### src/rtl/fbh_pkg.sv
// Package for the parallel flash bus host: timing counts, register map, state and pin types
package fbh_pkg;

  // Clock period of sys_clk_in in ns
  localparam int CLK_NS = 8;

  // Flash bus times in ns (plain defaults, tune to the fitted part)
  localparam int T_SETUP_NS = 20;    // Address and data setup before write enable falls
  localparam int T_WP_NS = 50;       // Write enable low width
  localparam int T_HOLD_NS = 20;     // Data hold after write enable rises
  localparam int T_ACC_NS = 100;     // Chip select to valid read data
  localparam int T_RP_NS = 500;      // Reset pin low width
  localparam int T_RH_NS = 50;       // Reset high to first read
  localparam int T_READY_NS = 20000; // Longest internal reset recovery

  // Cycle counts, least times rounded up
  localparam int CNT_W = 12;
  localparam logic [11:0] CYC_SETUP = 12'((T_SETUP_NS + CLK_NS - 1) / CLK_NS);
  localparam logic [11:0] CYC_WP = 12'((T_WP_NS + CLK_NS - 1) / CLK_NS);
  localparam logic [11:0] CYC_HOLD = 12'((T_HOLD_NS + CLK_NS - 1) / CLK_NS);
  localparam logic [11:0] CYC_ACC = 12'((T_ACC_NS + CLK_NS - 1) / CLK_NS);
  localparam logic [11:0] CYC_RP = 12'((T_RP_NS + CLK_NS - 1) / CLK_NS);
  localparam logic [11:0] CYC_RH = 12'((T_RH_NS + CLK_NS - 1) / CLK_NS);
  localparam logic [11:0] CYC_READY = 12'((T_READY_NS + CLK_NS - 1) / CLK_NS);

  // Register offsets on the software port
  localparam logic [3:0] REG_CMD = 4'h0;
  localparam logic [3:0] REG_CFG = 4'h1;
  localparam logic [3:0] REG_ADDR = 4'h2;
  localparam logic [3:0] REG_WDATA = 4'h3;
  localparam logic [3:0] REG_RDATA = 4'h4;
  localparam logic [3:0] REG_STATUS = 4'h5;

  // Field positions
  localparam int CMD_WRITE_BIT = 0;
  localparam int CMD_READ_BIT = 1;
  localparam int CMD_RESET_BIT = 2;
  localparam int CFG_BYTE_BIT = 0;
  localparam int ST_BUSY_BIT = 0;
  localparam int ST_READY_BIT = 1;
  localparam int ST_ABORT_BIT = 2;
  localparam int ST_TIMEOUT_BIT = 3;
  localparam int ST_SECTOR_LSB = 8;

  // Reset values
  localparam logic CFG_BYTE_RST = 1'b0;
  localparam logic [20:0] ADDR_RST = 21'h000000;
  localparam logic [15:0] WDATA_RST = 16'h0000;

  // Controller states, Gray codes along the write path; read and reset entry change several bits
  typedef enum logic [3:0] {
    FBH_IDLE = 4'h0,
    FBH_WR_SETUP = 4'h1,
    FBH_WR_PULSE = 4'h3,
    FBH_WR_HOLD = 4'h2,
    FBH_RD_ACC = 4'h6,
    FBH_RST_PULSE = 4'h7,
    FBH_RST_WAIT = 4'h5,
    FBH_RST_RECOV = 4'h4
  } fbh_state_t;

  // Flash pin bundle as driven by the host
  typedef struct packed {
    logic ce_n;
    logic oe_n;
    logic we_n;
    logic rst_n;
    logic byte_n;
    logic [19:0] addr;
    logic [15:0] dq;
    logic [15:0] dq_oe_n;
  } fbh_pins_t;

endpackage

### src/rtl/fbh_sector_dec.sv
// Top-boot sector number decoder from the upper flash address bits
`timescale 1ns/1ps
module fbh_sector_dec
  import fbh_pkg::*;
(
  input wire logic [7:0] addr_hi_in,   // A19..A12
  output logic [5:0] sector_out        // Sector number 0..34
);

  // Only the bits that single out a sector are looked at
  always_comb begin
    if (addr_hi_in[7:3] != 5'h1f) begin
      // Large sectors: A19..A15 name the sector, A14..A12 unused
      sector_out = {1'b0, addr_hi_in[7:3]};
    end else if (!addr_hi_in[2]) begin
      // Half-size sector below the boot area
      sector_out = 6'h1f;
    end else if (!addr_hi_in[1]) begin
      // Two small parameter sectors picked by A12
      sector_out = {5'h10, addr_hi_in[0]};
    end else begin
      // Boot sector at the very top, A12 unused
      sector_out = 6'h22;
    end
  end

endmodule

### src/rtl/fbh_host.sv
// Host controller that drives the parallel boot-sector flash through its pins
`timescale 1ns/1ps
// Behaviour
// Writes: write enable, select low, output high
// Program data width follows byte select pin
// Fast mode programs in two writes
// Erase one, several or all sectors
// Sector chosen by upper address bits only
// Sectors 0-30 decoded from A19-A15
// Sector 31: A19-A15 ones, A14 zero
// Sectors 32,33: A13 zero, A12 selects
// Sector 34: A19-A13 all ones
// Identifier mode reads codes on low byte
// Busy reads return status on low byte
// Select and reset high give standby
// Wait access time after leaving standby
// Deselect does not abort running operation
// Output enable high floats data pins
// Reset low aborts, floats, ignores accesses
// Reset returns device to array read
// Restart operations aborted by reset; host only sets the abort flag, no restart
// Busy flag low until reset completes
// Idle reset completes within recovery time
// Wait reset-to-read delay after reset
// Byte mode: high pin becomes address LSB
// Power-up starts in array read
// Address latched falling, data rising edge
module fbh_host
  import fbh_pkg::*;
(
  input wire logic sys_clk_in,           // 125 MHz system clock
  input wire logic rst_in,               // Asynchronous reset, active high
  input wire logic [3:0] reg_addr_in,    // Register offset
  input wire logic [31:0] reg_wdata_in,  // Register write data
  input wire logic reg_wr_in,            // Write strobe
  input wire logic reg_rd_in,            // Read strobe
  output logic [31:0] reg_rdata_out,     // Read data, one cycle after strobe
  output logic flash_ce_n_out,           // Chip select, active low
  output logic flash_oe_n_out,           // Output enable, active low
  output logic flash_we_n_out,           // Write enable, active low
  output logic flash_rst_n_out,          // Hardware reset, active low
  output logic flash_byte_n_out,         // Low selects byte width
  output logic [19:0] flash_addr_out,    // A19..A0
  output logic [15:0] flash_dq_out,      // Data pins, driven value
  output logic [15:0] flash_dq_oe_n_out, // Data pins, low while host drives
  input wire logic [15:0] flash_dq_in,   // Data pins, sensed value
  input wire logic op_done_flag_in       // Ready (1) or busy (0) from the flash
);

  // Pin bundle and its next value
  fbh_pins_t pins_ff;
  fbh_pins_t nxt_pins;

  // Sequencer state
  fbh_state_t state_ff;
  fbh_state_t nxt_state;
  logic [CNT_W-1:0] cnt_ff;   // Cycles left in the current phase
  logic [CNT_W-1:0] nxt_cnt;

  // Software registers
  logic cfg_byte_ff;           // Byte width selected
  logic nxt_cfg_byte;
  logic [20:0] addr_ff;        // A19..A-1, bit 0 used only in byte width
  logic [20:0] nxt_addr;
  logic [15:0] wdata_ff;       // Data for the next bus write
  logic [15:0] nxt_wdata;
  logic [15:0] rdata_ff;       // Last data captured from the flash
  logic [15:0] nxt_rdata;
  logic abort_ff;              // Reset hit a running operation
  logic nxt_abort;
  logic timeout_ff;            // Flash never came ready after reset
  logic nxt_timeout;
  logic [31:0] rd_ff;          // Register read answer
  logic [31:0] nxt_rd;

  // Decoded sector of the programmed address
  logic [5:0] sector;

  // Decoder sees the address bits that pick a sector
  fbh_sector_dec u_sector_dec (
    .addr_hi_in(addr_ff[20:13]),
    .sector_out(sector)
  );

  // Software port decode
  logic wr_cmd;
  logic wr_status;
  logic idle;
  assign wr_cmd = reg_wr_in && (reg_addr_in == REG_CMD);
  assign wr_status = reg_wr_in && (reg_addr_in == REG_STATUS);
  assign idle = (state_ff == FBH_IDLE);

  // Configuration and data registers; ignored while a bus cycle runs
  always_comb begin
    nxt_cfg_byte = cfg_byte_ff;
    nxt_addr = addr_ff;
    nxt_wdata = wdata_ff;
    if (reg_wr_in && idle) begin
      // Changing width mid-cycle would corrupt the pin meaning
      unique case (reg_addr_in)
        REG_CFG: begin
          nxt_cfg_byte = reg_wdata_in[CFG_BYTE_BIT];
        end
        REG_ADDR: begin
          nxt_addr = reg_wdata_in[20:0];
        end
        REG_WDATA: begin
          nxt_wdata = reg_wdata_in[15:0];
        end
        default: begin
          nxt_addr = addr_ff;
        end
      endcase
    end
  end

  // Register read mux; data stand for one cycle only
  always_comb begin
    nxt_rd = 32'h00000000;
    if (reg_rd_in) begin
      unique case (reg_addr_in)
        REG_CFG: begin
          nxt_rd[CFG_BYTE_BIT] = cfg_byte_ff;
        end
        REG_ADDR: begin
          nxt_rd[20:0] = addr_ff;
        end
        REG_WDATA: begin
          nxt_rd[15:0] = wdata_ff;
        end
        REG_RDATA: begin
          nxt_rd[15:0] = rdata_ff;
        end
        REG_STATUS: begin
          nxt_rd[ST_BUSY_BIT] = !idle;
          nxt_rd[ST_READY_BIT] = op_done_flag_in;
          nxt_rd[ST_ABORT_BIT] = abort_ff;
          nxt_rd[ST_TIMEOUT_BIT] = timeout_ff;
          nxt_rd[ST_SECTOR_LSB +: 6] = sector;
        end
        default: begin
          nxt_rd = 32'h00000000;
        end
      endcase
    end
  end

  // Sequencer: one flash bus cycle or one reset pulse per command
  always_comb begin
    nxt_state = state_ff;
    nxt_cnt = cnt_ff;
    nxt_pins = pins_ff;
    nxt_rdata = rdata_ff;
    nxt_abort = abort_ff;
    nxt_timeout = timeout_ff;
    nxt_pins.byte_n = !cfg_byte_ff;
    // Software clears sticky flags by writing ones; a new event wins below
    if (wr_status) begin
      if (reg_wdata_in[ST_ABORT_BIT]) begin
        nxt_abort = 1'b0;
      end
      if (reg_wdata_in[ST_TIMEOUT_BIT]) begin
        nxt_timeout = 1'b0;
      end
    end
    if (cnt_ff != '0) begin
      nxt_cnt = cnt_ff - 1'b1;
    end
    unique case (state_ff)
      FBH_IDLE: begin
        // Standby: select and reset high, data pins released
        nxt_pins.ce_n = 1'b1;
        nxt_pins.oe_n = 1'b1;
        nxt_pins.we_n = 1'b1;
        nxt_pins.rst_n = 1'b1;
        nxt_pins.dq_oe_n = 16'hffff;
        if (wr_cmd && reg_wdata_in[CMD_RESET_BIT]) begin
          // Reset has priority over bus cycles
          nxt_pins.rst_n = 1'b0;
          nxt_cnt = CYC_RP - 1'b1;
          nxt_state = FBH_RST_PULSE;
          if (!op_done_flag_in) begin
            nxt_abort = 1'b1;
          end
        end else if (wr_cmd && reg_wdata_in[CMD_WRITE_BIT]) begin
          // Address and data set up before write enable falls
          nxt_pins.addr = addr_ff[20:1];
          nxt_pins.ce_n = 1'b0;
          nxt_pins.dq = cfg_byte_ff ? {addr_ff[0], 7'h00, wdata_ff[7:0]} : wdata_ff;
          nxt_pins.dq_oe_n = cfg_byte_ff ? 16'h7f00 : 16'h0000;
          nxt_cnt = CYC_SETUP - 1'b1;
          nxt_state = FBH_WR_SETUP;
        end else if (wr_cmd && reg_wdata_in[CMD_READ_BIT]) begin
          // Read: only the address LSB pin is driven in byte width
          nxt_pins.addr = addr_ff[20:1];
          nxt_pins.ce_n = 1'b0;
          nxt_pins.oe_n = 1'b0;
          nxt_pins.dq = {addr_ff[0], 15'h0000};
          nxt_pins.dq_oe_n = cfg_byte_ff ? 16'h7fff : 16'hffff;
          nxt_cnt = CYC_ACC - 1'b1;
          nxt_state = FBH_RD_ACC;
        end
      end
      FBH_WR_SETUP: begin
        if (cnt_ff == '0) begin
          // Falling write enable is the later edge: address taken here
          nxt_pins.we_n = 1'b0;
          nxt_cnt = CYC_WP - 1'b1;
          nxt_state = FBH_WR_PULSE;
        end
      end
      FBH_WR_PULSE: begin
        if (cnt_ff == '0) begin
          // Rising write enable is the earlier edge: data taken here
          nxt_pins.we_n = 1'b1;
          nxt_cnt = CYC_HOLD - 1'b1;
          nxt_state = FBH_WR_HOLD;
        end
      end
      FBH_WR_HOLD: begin
        if (cnt_ff == '0) begin
          // Deselect is safe even if this write started an operation
          nxt_pins.ce_n = 1'b1;
          nxt_pins.dq_oe_n = 16'hffff;
          nxt_state = FBH_IDLE;
        end
      end
      FBH_RD_ACC: begin
        if (cnt_ff == '0) begin
          // Full access time from select has passed; low byte only in byte width
          nxt_rdata = cfg_byte_ff ? {8'h00, flash_dq_in[7:0]} : flash_dq_in;
          nxt_pins.ce_n = 1'b1;
          nxt_pins.oe_n = 1'b1;
          nxt_pins.dq_oe_n = 16'hffff;
          nxt_state = FBH_IDLE;
        end
      end
      FBH_RST_PULSE: begin
        if (cnt_ff == '0) begin
          // Release reset, then watch the busy flag for recovery
          nxt_pins.rst_n = 1'b1;
          nxt_cnt = CYC_READY - 1'b1;
          nxt_state = FBH_RST_WAIT;
        end
      end
      FBH_RST_WAIT: begin
        // Flag stays low while an interrupted operation winds down
        if (op_done_flag_in || cnt_ff == '0) begin
          if (!op_done_flag_in) begin
            nxt_timeout = 1'b1;
          end
          nxt_cnt = CYC_RH - 1'b1;
          nxt_state = FBH_RST_RECOV;
        end
      end
      FBH_RST_RECOV: begin
        // No access until the reset-to-read delay has passed
        if (cnt_ff == '0) begin
          nxt_state = FBH_IDLE;
        end
      end
      default: begin
        // Illegal code: fall back to standby
        nxt_pins.ce_n = 1'b1;
        nxt_pins.oe_n = 1'b1;
        nxt_pins.we_n = 1'b1;
        nxt_pins.rst_n = 1'b1;
        nxt_pins.dq_oe_n = 16'hffff;
        nxt_state = FBH_IDLE;
      end
    endcase
  end

  // All state registers
  always_ff @(posedge sys_clk_in or posedge rst_in) begin
    if (rst_in) begin
      state_ff <= FBH_IDLE;
      cnt_ff <= '0;
      pins_ff <= '{ce_n: 1'b1, oe_n: 1'b1, we_n: 1'b1, rst_n: 1'b1, byte_n: !CFG_BYTE_RST,
                   addr: 20'h00000, dq: 16'h0000, dq_oe_n: 16'hffff};
      cfg_byte_ff <= CFG_BYTE_RST;
      addr_ff <= ADDR_RST;
      wdata_ff <= WDATA_RST;
      rdata_ff <= 16'h0000;
      abort_ff <= 1'b0;
      timeout_ff <= 1'b0;
      rd_ff <= 32'h00000000;
    end else begin
      state_ff <= nxt_state;
      cnt_ff <= nxt_cnt;
      pins_ff <= nxt_pins;
      cfg_byte_ff <= nxt_cfg_byte;
      addr_ff <= nxt_addr;
      wdata_ff <= nxt_wdata;
      rdata_ff <= nxt_rdata;
      abort_ff <= nxt_abort;
      timeout_ff <= nxt_timeout;
      rd_ff <= nxt_rd;
    end
  end

  // Outputs straight from flops
  assign reg_rdata_out = rd_ff;
  assign flash_ce_n_out = pins_ff.ce_n;
  assign flash_oe_n_out = pins_ff.oe_n;
  assign flash_we_n_out = pins_ff.we_n;
  assign flash_rst_n_out = pins_ff.rst_n;
  assign flash_byte_n_out = pins_ff.byte_n;
  assign flash_addr_out = pins_ff.addr;
  assign flash_dq_out = pins_ff.dq;
  assign flash_dq_oe_n_out = pins_ff.dq_oe_n;

endmodule

### config.mk
export PLATFORM = sky130hd
export DESIGN_NAME = fbh_host
export DESIGN_NICKNAME = d
export VERILOG_FILES = /design/src/rtl/fbh_pkg.sv /design/src/rtl/fbh_sector_dec.sv /design/src/rtl/fbh_host.sv
export SDC_FILE = /design/constraint.sdc
export NUM_CORES = 1
export LEC_CHECK = 0
export BUFFER_PORTS_ARGS = -buffer_cell sky130_fd_sc_hd__buf_2
export CAP_MARGIN = 10
export CORE_ASPECT_RATIO = 1.2
export CORE_MARGIN = 3
export CORE_UTILIZATION = 58
export CTS_CLUSTER_SIZE = 40
export DETAILED_ROUTE_END_ITERATION = 16
export GPL_TIMING_DRIVEN = 0
export PLACE_DENSITY_LB_ADDON = 0.12
export SLEW_MARGIN = 20
export SYNTH_ARGS = -nofsm -noshare
export SYNTH_HDL_FRONTEND = slang
export SYNTH_SLANG_ARGS = --single-unit
### constraint.sdc
create_clock -name sys_clk_in -period 6.6 [get_ports sys_clk_in]
set_input_delay 0.66 -clock sys_clk_in [delete_from_list [all_inputs] [get_ports sys_clk_in]]
set_output_delay 0.66 -clock sys_clk_in [all_outputs]
set_load 0.02 [all_outputs]
==> results of run 1 <==
==> layout make-up <==
class | count | area share (%)
repair buffers | 124 | 8.36
clock buffers | 20 | 5.93
flip-flops and latches | 136 | 44.4
inverters | 10 | 0.585
clock inverters | 12 | 2.26
plain buffers | 56 | 4.07
multi-input cells | 407 | 32.4
well taps | 126 | 2.05
==> worst min path at each step <==
stage / from / endpoint / slack, ns / cells past startpoint
after floorplan: rdata_ff[10] / rdata_ff[10] / 0.44 / 2
after global placement: flash_addr_out[17] / flash_addr_out[17] / 0.44 / 2
after detailed placement: flash_addr_out[17] / flash_addr_out[17] / 0.45 / 2
after CTS: rst_in / flash_addr_out[11] / 0.18 / 2
after global routing: rst_in / flash_addr_out[9] / 0.18 / 2
final: rst_in / flash_addr_out[9] / 0.18 / 2
==> cell usage in the layout (no fill, tap or decap), drive strengths merged, types with 4 or more instances in the layout <==
| cell type | synthesis | final |
|---|---|---|
| buf | 31 | 155 |
| nand2 | 131 | 131 |
| dfrtp | 128 | 128 |
| mux2 | 51 | 51 |
| clkbuf | 25 | 45 |
| nor2 | 31 | 31 |
| nand3 | 26 | 26 |
| o21ai | 17 | 17 |
| a21oi | 16 | 16 |
| a22oi | 15 | 15 |
| nor2b | 12 | 12 |
| conb | 1 | 11 |
| a22o | 9 | 9 |
| inv | 9 | 9 |
| nor3 | 9 | 9 |
| dfstp | 8 | 8 |
| and3 | 7 | 7 |
| nor4 | 6 | 6 |
| or3 | 5 | 5 |
| clkinv | 1 | 5 |
| or4 | 4 | 4 |
| xor2 | 4 | 4 |
| a32oi | 4 | 4 |
| ha | 4 | 4 |
| clkinvlp | 0 | 4 |
| bufinv | 0 | 4 |
==> metal layers <==
layer / global-route usage [%] / routed length, um / up-vias
met3: 5.51 / 905 / 45
met2: 52.6 / 9290 / 204
met4: 12.6 / 654 / 0
met1: 34.3 / 6210 / 2539
met5: 0 / 0 / -
li1: - / - / 2368
==> kinds of logic after synthesis <==
group                      count (synthesis)  synth area share, %
muxes                                     51                 9.25
DFF                                      136                 55.0
other                                      1               0.0604
and+or+nand+nor                          245                 18.3
adders and majority gates                  4                0.806
xor gates and xnor gates                   5                0.705
buffers and inverters                     66                 5.64
AOI/OAI and AO/OA                         91                 10.3
==> metrics by stage <==
| stage | area (um^2) | hold WS, ns | utilization, % |
|---|---|---|---|
| 6_report | 7690 | 0.180 | 75.4 |
| 5_1_grt | 7690 | 0.181 | 75.4 |
| 4_1_cts | 7690 | 0.176 | 75.3 |
| 3_5_place_dp | 7060 | 0.452 | 69.1 |
| 3_3_place_gp | 7020 | 0.444 | 68.7 |
| 2_1_floorplan | 6240 | 0.437 | - |
==> where the power goes <==
part           leakage [nW]  internal (W)  switching [W]
registers              1.75      0.000864      0.0000348
clock network         0.298      0.000650       0.000356
logic                  1.88     0.0000825       0.000120
total                  3.93       0.00160       0.000510
==> state kept, by name (all words and copies together) (netlist names), 3 cells and up <==
signal / cells
addr_ff: 21
reg_rdata_out: 21
flash_addr_out: 20
flash_dq_out: 16
rdata_ff: 16
wdata_ff: 16
cnt_ff: 12
flash_dq_oe_n_out: 3
state_ff: 3
==> flow_summary.yaml, run 1 <==
yosys:
  synth_cell_types: 57
  synth.most_common_cell: "nand2_1"
  synthFlopType: "dfrtp_1"
  synth.area.top_cells: "dfrtp_1, mux2_2, nand2_1, dfstp_2, buf_4"
  synth_seq_cells: 136
  syn-instance-count: 599
  yosysTopAreaCellShare_pct: 51.6
  yosysTopAreaCell: "dfrtp_1"
  synth-edff-count: 0
  synthesis.area_um2: 6210
  ys_seq_area_share_pct: 55.0
  syn_avg_cell_area_um2: 10.4
  ys_warn_count: 0
  async_flop_share_pct: 100
  synth_common_cells: "nand2_1, dfrtp_1, mux2_2"
cells_and_area:
  fillers: 727
  multiInputGateArea_um2: 2490
  final_nets: 813
  syn2layout_area_growth_pct: 24.0
  antenna-diode-count: 0
  regArea_um2: 3410
  final_layout_size_suffix_gt1_share_pct: 33.1
  fin_cells: 891
global_route:
  grt_pass1_wl_mm: 27.2
  grt_max_degree: 114
  grt_antenna_before_repair: 0
  grt-ovfl-total: 0
  grt_pass1_vias: 5271
  grt_usage_pct: 29.6
timing:
  finalSetupTns_ns: 0
  min_period_over_period_pct: 40.3
  worstMarginPinSlew_ns: 0.808
  finClkSkew_ns: 0.00439
  clock.fmax_mhz: 376
  timing.final.max_slew_violations: 0
  relSlewSlack_pct: 45.9
  finalSetupViolCount: 0
  hold_viol_final: 0
  post-route-min-period_ns: 2.66
  worst_slack_ns: 3.94
  rsz0062_at_grt: "false"
worst_setup_path:
  arrival_ns: 3.00
  critPathKind: "reg2reg"
  crit_end: "flash_dq_oe_n_out[14]"
  crit_top_cell: "buf_2"
  path_delay_family: "simple AND/OR/NAND/NOR gates"
  cp_max_fo: 11
  reg2reg_to: "flash_dq_oe_n_out[14]"
  critical_path_depth: 8
  cp_slowest_cell: "or4_1"
  reg2reg_slack_ns: 3.94
  start_kind: "flop"
  crit_path_cell_trace: "or4_1, buf_2, nor4_4, inv_2, buf_2, o22ai_1, nor2_1, a21oi_1"
  r2r_cells: 8
  cp_num_buf_inv: 3
  crit_path_max_incr_delay_ns: 0.53
  r2r_start: "cnt_ff[2]"
  end_kind: "flop"
  worst_ep_required_time_ns: 6.94
  cp-startpoint: "cnt_ff[2]"
clock_network:
  cts.hold.buffers_added: 0
  numCtsBuffers: 17
  cts-root-buf: "clkbuf_16"
  clockBufferDepth: 2
  clkTransAtPathRegs_ns: 0.06
  cts_resized: 0
  post-cts-setup-buffer-count: 0
  htree_levels: 4
  clock_sinks: 136
  cts_tree: "yes"
  clk_latency_ns: 0.41
drt:
  dr.pass1.iters: 5
  drt-wirelength-per-cell_um: 19.1
  viasPerCell: 5.79
  first_iter_violations: 358
  wirelength_mm: 17.1
  vias: 5156
  antenna_left: 0
  remaining_drc_errors: 0
floorplan:
  start_util_pct: 60.8
  rows: 40
  coreArea_um2: 10200
  die_y_um: 119
  die_area_um2: 12000
  die_x_um: 100
  io_pins: 146
job:
  drv_cap: 0
placement:
  dp_cells: 859
  pre_cts_slack_ns: 3.61
  hpwl_mm: 12.3
  place_congestion: 0.854
  io_buffers: 123
pwr:
  ir_drop_mv: 0.154
  power_w: 0.00211
  p_leak_nw: 3.93
  powerDensity_nw_per_um2: 274
outcome:
  run_status: "completed"
hold_path:
  hold_path.class: "in2async"
Power figures use the tool's default switching activity.
==> run 2, diff against run 1 <==
- CORE_UTILIZATION: 58 -> 54
- clock period: 6.6 -> 2.5 ns (I/O delays scaled with it)
==> flow_summary.yaml, run 2 (same netlist as run 1, synthesis figures left out) <==
worst_setup_path:
  end_kind: "flop"
  start_kind: "flop"
  arrival_ns: 2.75
  critPathKind: "reg2reg"
  worst_ep_required_time_ns: 2.81
  cp_max_fo: 10
global_route:
  grt_usage_pct: 26.5
  grt_max_degree: 36
  grt_pass1_wl_mm: 26.3
  grt-ovfl-total: 0
  grt_pass1_vias: 5054
  grt_antenna_before_repair: 0
drt:
  first_iter_violations: 341
  viasPerCell: 5.59
  dr.pass1.iters: 5
  remaining_drc_errors: 0
  wirelength_mm: 16.6
  vias: 5201
  antenna_left: 0
  drt-wirelength-per-cell_um: 17.9
clock_network:
  clk_latency_ns: 0.42
  clkTransAtPathRegs_ns: 0.06
  htree_levels: 4
  clock_sinks: 136
  cts-root-buf: "clkbuf_16"
  numCtsBuffers: 17
  clockBufferDepth: 2
  cts_tree: "yes"
timing:
  hold_viol_final: 0
  timing.final.max_slew_violations: 0
  post-route-min-period_ns: 2.45
  finalSetupTns_ns: 0
  finalSetupViolCount: 0
  finClkSkew_ns: 0.00490
  worstMarginPinSlew_ns: 0.721
  clock.fmax_mhz: 409
  min_period_over_period_pct: 97.9
  relSlewSlack_pct: 51.9
floorplan:
  die_area_um2: 12800
  start_util_pct: 55.7
  die_y_um: 123
  io_pins: 146
  die_x_um: 104
  coreArea_um2: 11100
  rows: 42
pwr:
  ir_drop_mv: 0.650
  power_w: 0.00576
  powerDensity_nw_per_um2: 724
  p_leak_nw: 4.04
placement:
  dp_cells: 891
  hpwl_mm: 12.2
  place_congestion: 0.872
  io_buffers: 123
  dpl_cell_area_um2: 7180
cells_and_area:
  antenna-diode-count: 0
  final_util_pct: 71.4
  layout_common_cells: "nand2_1, dfrtp_1, buf_2, mux2_2, buf_4"
  design_area_um2: 7950
  syn2layout_area_growth_pct: 28.1
  final_nets: 825
  final_layout_size_suffix_gt1_share_pct: 35.1
  fin_cells: 931
  final_common_cell: "nand2_1"
outcome:
  run_status: "completed"
job:
  drv_cap: 0
hold_path:
  hold_path.class: "in2reg"
==> run 2: cell count changes in the layout (fill, tap and decap cells not counted), moves of 2 or more <==
cell / delta
buf_2: -2
buf_6: +2
clkbuf_2: +4
buf_16: +2
dfrtp_2: +2
clkinv_2: -2
clkbuf_1: -3
buf_12: +2
buf_4: +7
dfrtp_1: -2
==> run 2: metal layers <==
metal	up-vias	track usage, %	share of wire [%]
met5	-	0	0
met1	2573	31.5	38
met3	38	4.86	5.5
met4	0	10.4	2.9
li1	2402	-	-
met2	188	48.2	54
==> run 2: path summary, 6_finish.rpt <==
| kind | from | end | slack [ns] | cells after the start |
|---|---|---|---|---|
| hold / removal | flash_dq_in[4] | rdata_ff[4] | 0.02 | 3 |
| min in group asynchronous | rst_in | flash_addr_out[10] | 0.41 | 3 |
| setup reg to reg | cnt_ff[3] | rdata_ff[0] | 0.05 | 9 |
| hold reg to reg | flash_addr_out[17] | flash_addr_out[17] | 0.46 | 2 |
| max in group asynchronous | rst_in | flash_oe_n_out | 1.26 | 5 |
| setup / recovery | cnt_ff[3] | rdata_ff[0] | 0.05 | 9 |
==> run 2: area by class of cell <==
| class | instances | area, um^2 |
|---|---|---|
| well taps | 154 | 193 |
| plain buffers | 56 | 330 |
| multi-input cells | 407 | 2520 |
| clock inverters | 11 | 195 |
| flip-flops and latches | 136 | 3420 |
| repair buffers | 136 | 801 |
| clock buffers | 21 | 460 |
| fillers | 850 | 3190 |
| inverters | 10 | 41.3 |
==> run 2: critical path, cell delays in order (launching register included) <==
cell and delay, ns:
dfrtp_2 0.44, or4_4 0.52, buf_6 0.15, nor4_4 0.34, inv_2 0.10, or3_4 0.38, buf_6 0.14, buf_6 0.13
nand2_1 0.07, nand2_1 0.06
==> run 2: through the flow <==
stage / worst slack [ns] / hold WS, ns
after global routing: -0.000170 / 0.0254
after detailed placement: -0.0882 / 0.318
after global placement: -0.352 / 0.443
final: 0.0535 / 0.0201
after floorplan: 0.200 / 0.339
after CTS: 0.0597 / 0.0138
==> run 2: what timing repair did <==
item                                   in CTS  in global routing
buffers inserted                            1                  6
endpoints found under the hold margin      15                  0
gates resized for setup                     3                 17
setup endpoints to repair                  14                 57
hold buffers                                1                  0
gates cloned                                0                  0
pin swaps                                   2                  2
==> run 2: power breakdown <==
group	internal (W)	switching (W)
logic	0.000281	0.000339
clock network	0.00183	0.000942
registers	0.00228	0.0000883
==> run 3, diff against run 2 <==
- CORE_UTILIZATION: 54 -> 56
- CTS_BUF_LIST: default -> sky130_fd_sc_hd__clkbuf_2 sky130_fd_sc_hd__clkbuf_4 sky130_fd_sc_hd__clkbuf_8
==> flow_summary.yaml, run 3 (same netlist as run 1, synthesis figures left out) <==
pwr:
  p_int_w: 0.00359
  powerDensity_nw_per_um2: 633
  seq_power_share_pct: 48.8
  pwr-share-comb_pct: 12.2
  p_switching_w: 0.00127
  p_leak_nw: 3.94
  pwr-share-clk_pct: 38.9
  ir_drop_mv: 0.335
  sw_frac_of_total_pct: 26.1
global_route:
  grt_antenna_before_repair: 0
  grt_max_degree: 38
  grt_pass1_wl_mm: 25.7
  grt_usage_pct: 27.2
  grt_pass1_vias: 5085
  grt-ovfl-total: 0
timing:
  timing.final.max_slew_violations: 0
  worst_slack_ns: 0.109
  rsz0062_at_grt: "false"
  min_period_over_period_pct: 95.6
  clock.fmax_mhz: 418
  post-route-min-period_ns: 2.39
  finalSetupTns_ns: 0
  relSlewSlack_pct: 55.9
  finalSetupViolCount: 0
  worstMarginPinSlew_ns: 0.660
  hold_viol_final: 0
  finClkSkew_ns: 0.0130
clock_network:
  clock_sinks: 136
  htree_levels: 4
  clkTransAtPathRegs_ns: 0.08
  numCtsBuffers: 17
  cts-root-buf: "clkbuf_8"
  clk_latency_ns: 0.43
  cts_tree: "yes"
  clockBufferDepth: 2
drt:
  wirelength_mm: 16.5
  viasPerCell: 5.68
  drt-wirelength-per-cell_um: 18.1
  antenna_left: 0
  dr.pass1.iters: 5
  vias: 5162
  remaining_drc_errors: 0
  first_iter_violations: 350
worst_setup_path:
  r2r_cells: 9
  worst_ep_required_time_ns: 2.81
  cp_max_fo: 10
  crit_path_cell_trace: "or4_4, buf_6, nor4_4, inv_2, or3_1, buf_4, buf_6, nand2_1, nand2_1"
  cp_num_buf_inv: 4
  r2r_start: "cnt_ff[2]"
  reg2reg_slack_ns: 0.11
  start_kind: "flop"
  critPathKind: "reg2reg"
  arrival_ns: 2.70
  crit_path_max_incr_delay_ns: 0.54
  reg2reg_to: "rdata_ff[1]"
  end_kind: "flop"
  path_delay_family: "simple AND/OR/NAND/NOR gates"
  cp_slowest_cell: "or4_4"
floorplan:
  io_pins: 146
  die_area_um2: 12400
  coreArea_um2: 10700
  die_y_um: 121
  start_util_pct: 58.2
  rows: 41
  die_x_um: 102
cells_and_area:
  final_common_cell: "nand2_1"
  layout_common_cells: "nand2_1, buf_2, dfrtp_1, mux2_2, buf_4"
  final_layout_size_suffix_gt1_share_pct: 35.3
  fillers: 819
  fin_cells: 909
  final_util_pct: 72.0
  regArea_um2: 3420
  final_nets: 828
  antenna-diode-count: 0
  multiInputGateArea_um2: 2510
  syn2layout_area_growth_pct: 23.7
job:
  drv_cap: 0
hold_path:
  hold_start: "flash_dq_in[7]"
  hold_path_end: "rdata_ff[7]"
  worstHoldPathCells: 3
  hold_path.class: "in2reg"
placement:
  place_congestion: 0.900
  io_buffers: 123
  hpwl_mm: 12.1
  dp_cells: 865
  pre_cts_slack_ns: -0.103
outcome:
  run_status: "completed"
run 3: tightest hold or removal path, delay by kind of cell:
family | cells | cell delay [ns]
buffers and inverters | 1 | 0.07
AND/OR/NAND/NOR | 2 | 0.09
run 3: layout make-up:
class                           instances  share of cell area, %
Buffer                                 56                   4.27
Clock inverter                         12                   1.96
Clock buffer                           20                   3.50
Tap cell                              129                   2.10
Multi-Input combinational cell        407                   32.7
Sequential cell                       136                   44.5
Inverter                               10                  0.538
Timing Repair Buffer                  139                   10.5
run 3: power groups by stage:
stage | clock [W] | sequential (W) | combinational, W
after floorplan | 0 | 0.00239 | 0.000378
after CTS | 0.00191 | 0.00236 | 0.000548
final | 0.00189 | 0.00237 | 0.000593
after global routing | 0.00201 | 0.00238 | 0.000654
after detailed placement | 0 | 0.00240 | 0.000542
after global placement | 0 | 0.00240 | 0.000509
run 3: repair_timing:
action,4_1_cts,5_1_grt
pin swaps,2,3
buffers inserted,1,7
hold endpoints to repair,18,0
setup endpoints to repair,21,62
hold buffers,4,0
gates resized for setup,3,18
run 3: routing by layer:
layer / GRT usage, % / part of all wire, % / routed length [um]
met5: 0 / 0 / 0
met4: 12.0 / 3.2 / 523
met3: 4.95 / 4.5 / 741
met2: 47.9 / 54 / 8860
met1: 32.0 / 39 / 6360
run 3: worst max-delay path by stage:
stage	start	cells after the start	end	slack [ns]
finish	cnt_ff[2]	9	rdata_ff[1]	0.11
global route	state_ff[0]	8	flash_addr_out[11]	0.004
CTS	state_ff[0]	8	flash_dq_out[8]	0.04
detailed placement	cnt_ff[2]	7	state_ff[0]	-0.10
global placement	state_ff[0]	7	flash_addr_out[14]	-0.33
floorplan	cnt_ff[2]	9	rdata_ff[0]	0.20
run 3: per-stage QoR:
stage	total power, W	hold WS (ns)	area, um^2
2_1_floorplan	0.00276	0.339	6250
3_3_place_gp	0.00291	0.444	7030
3_5_place_dp	0.00295	0.316	7120
4_1_cts	0.00482	0.00150	7600
5_1_grt	0.00505	0.0143	7680
6_report	0.00486	0.0146	7680
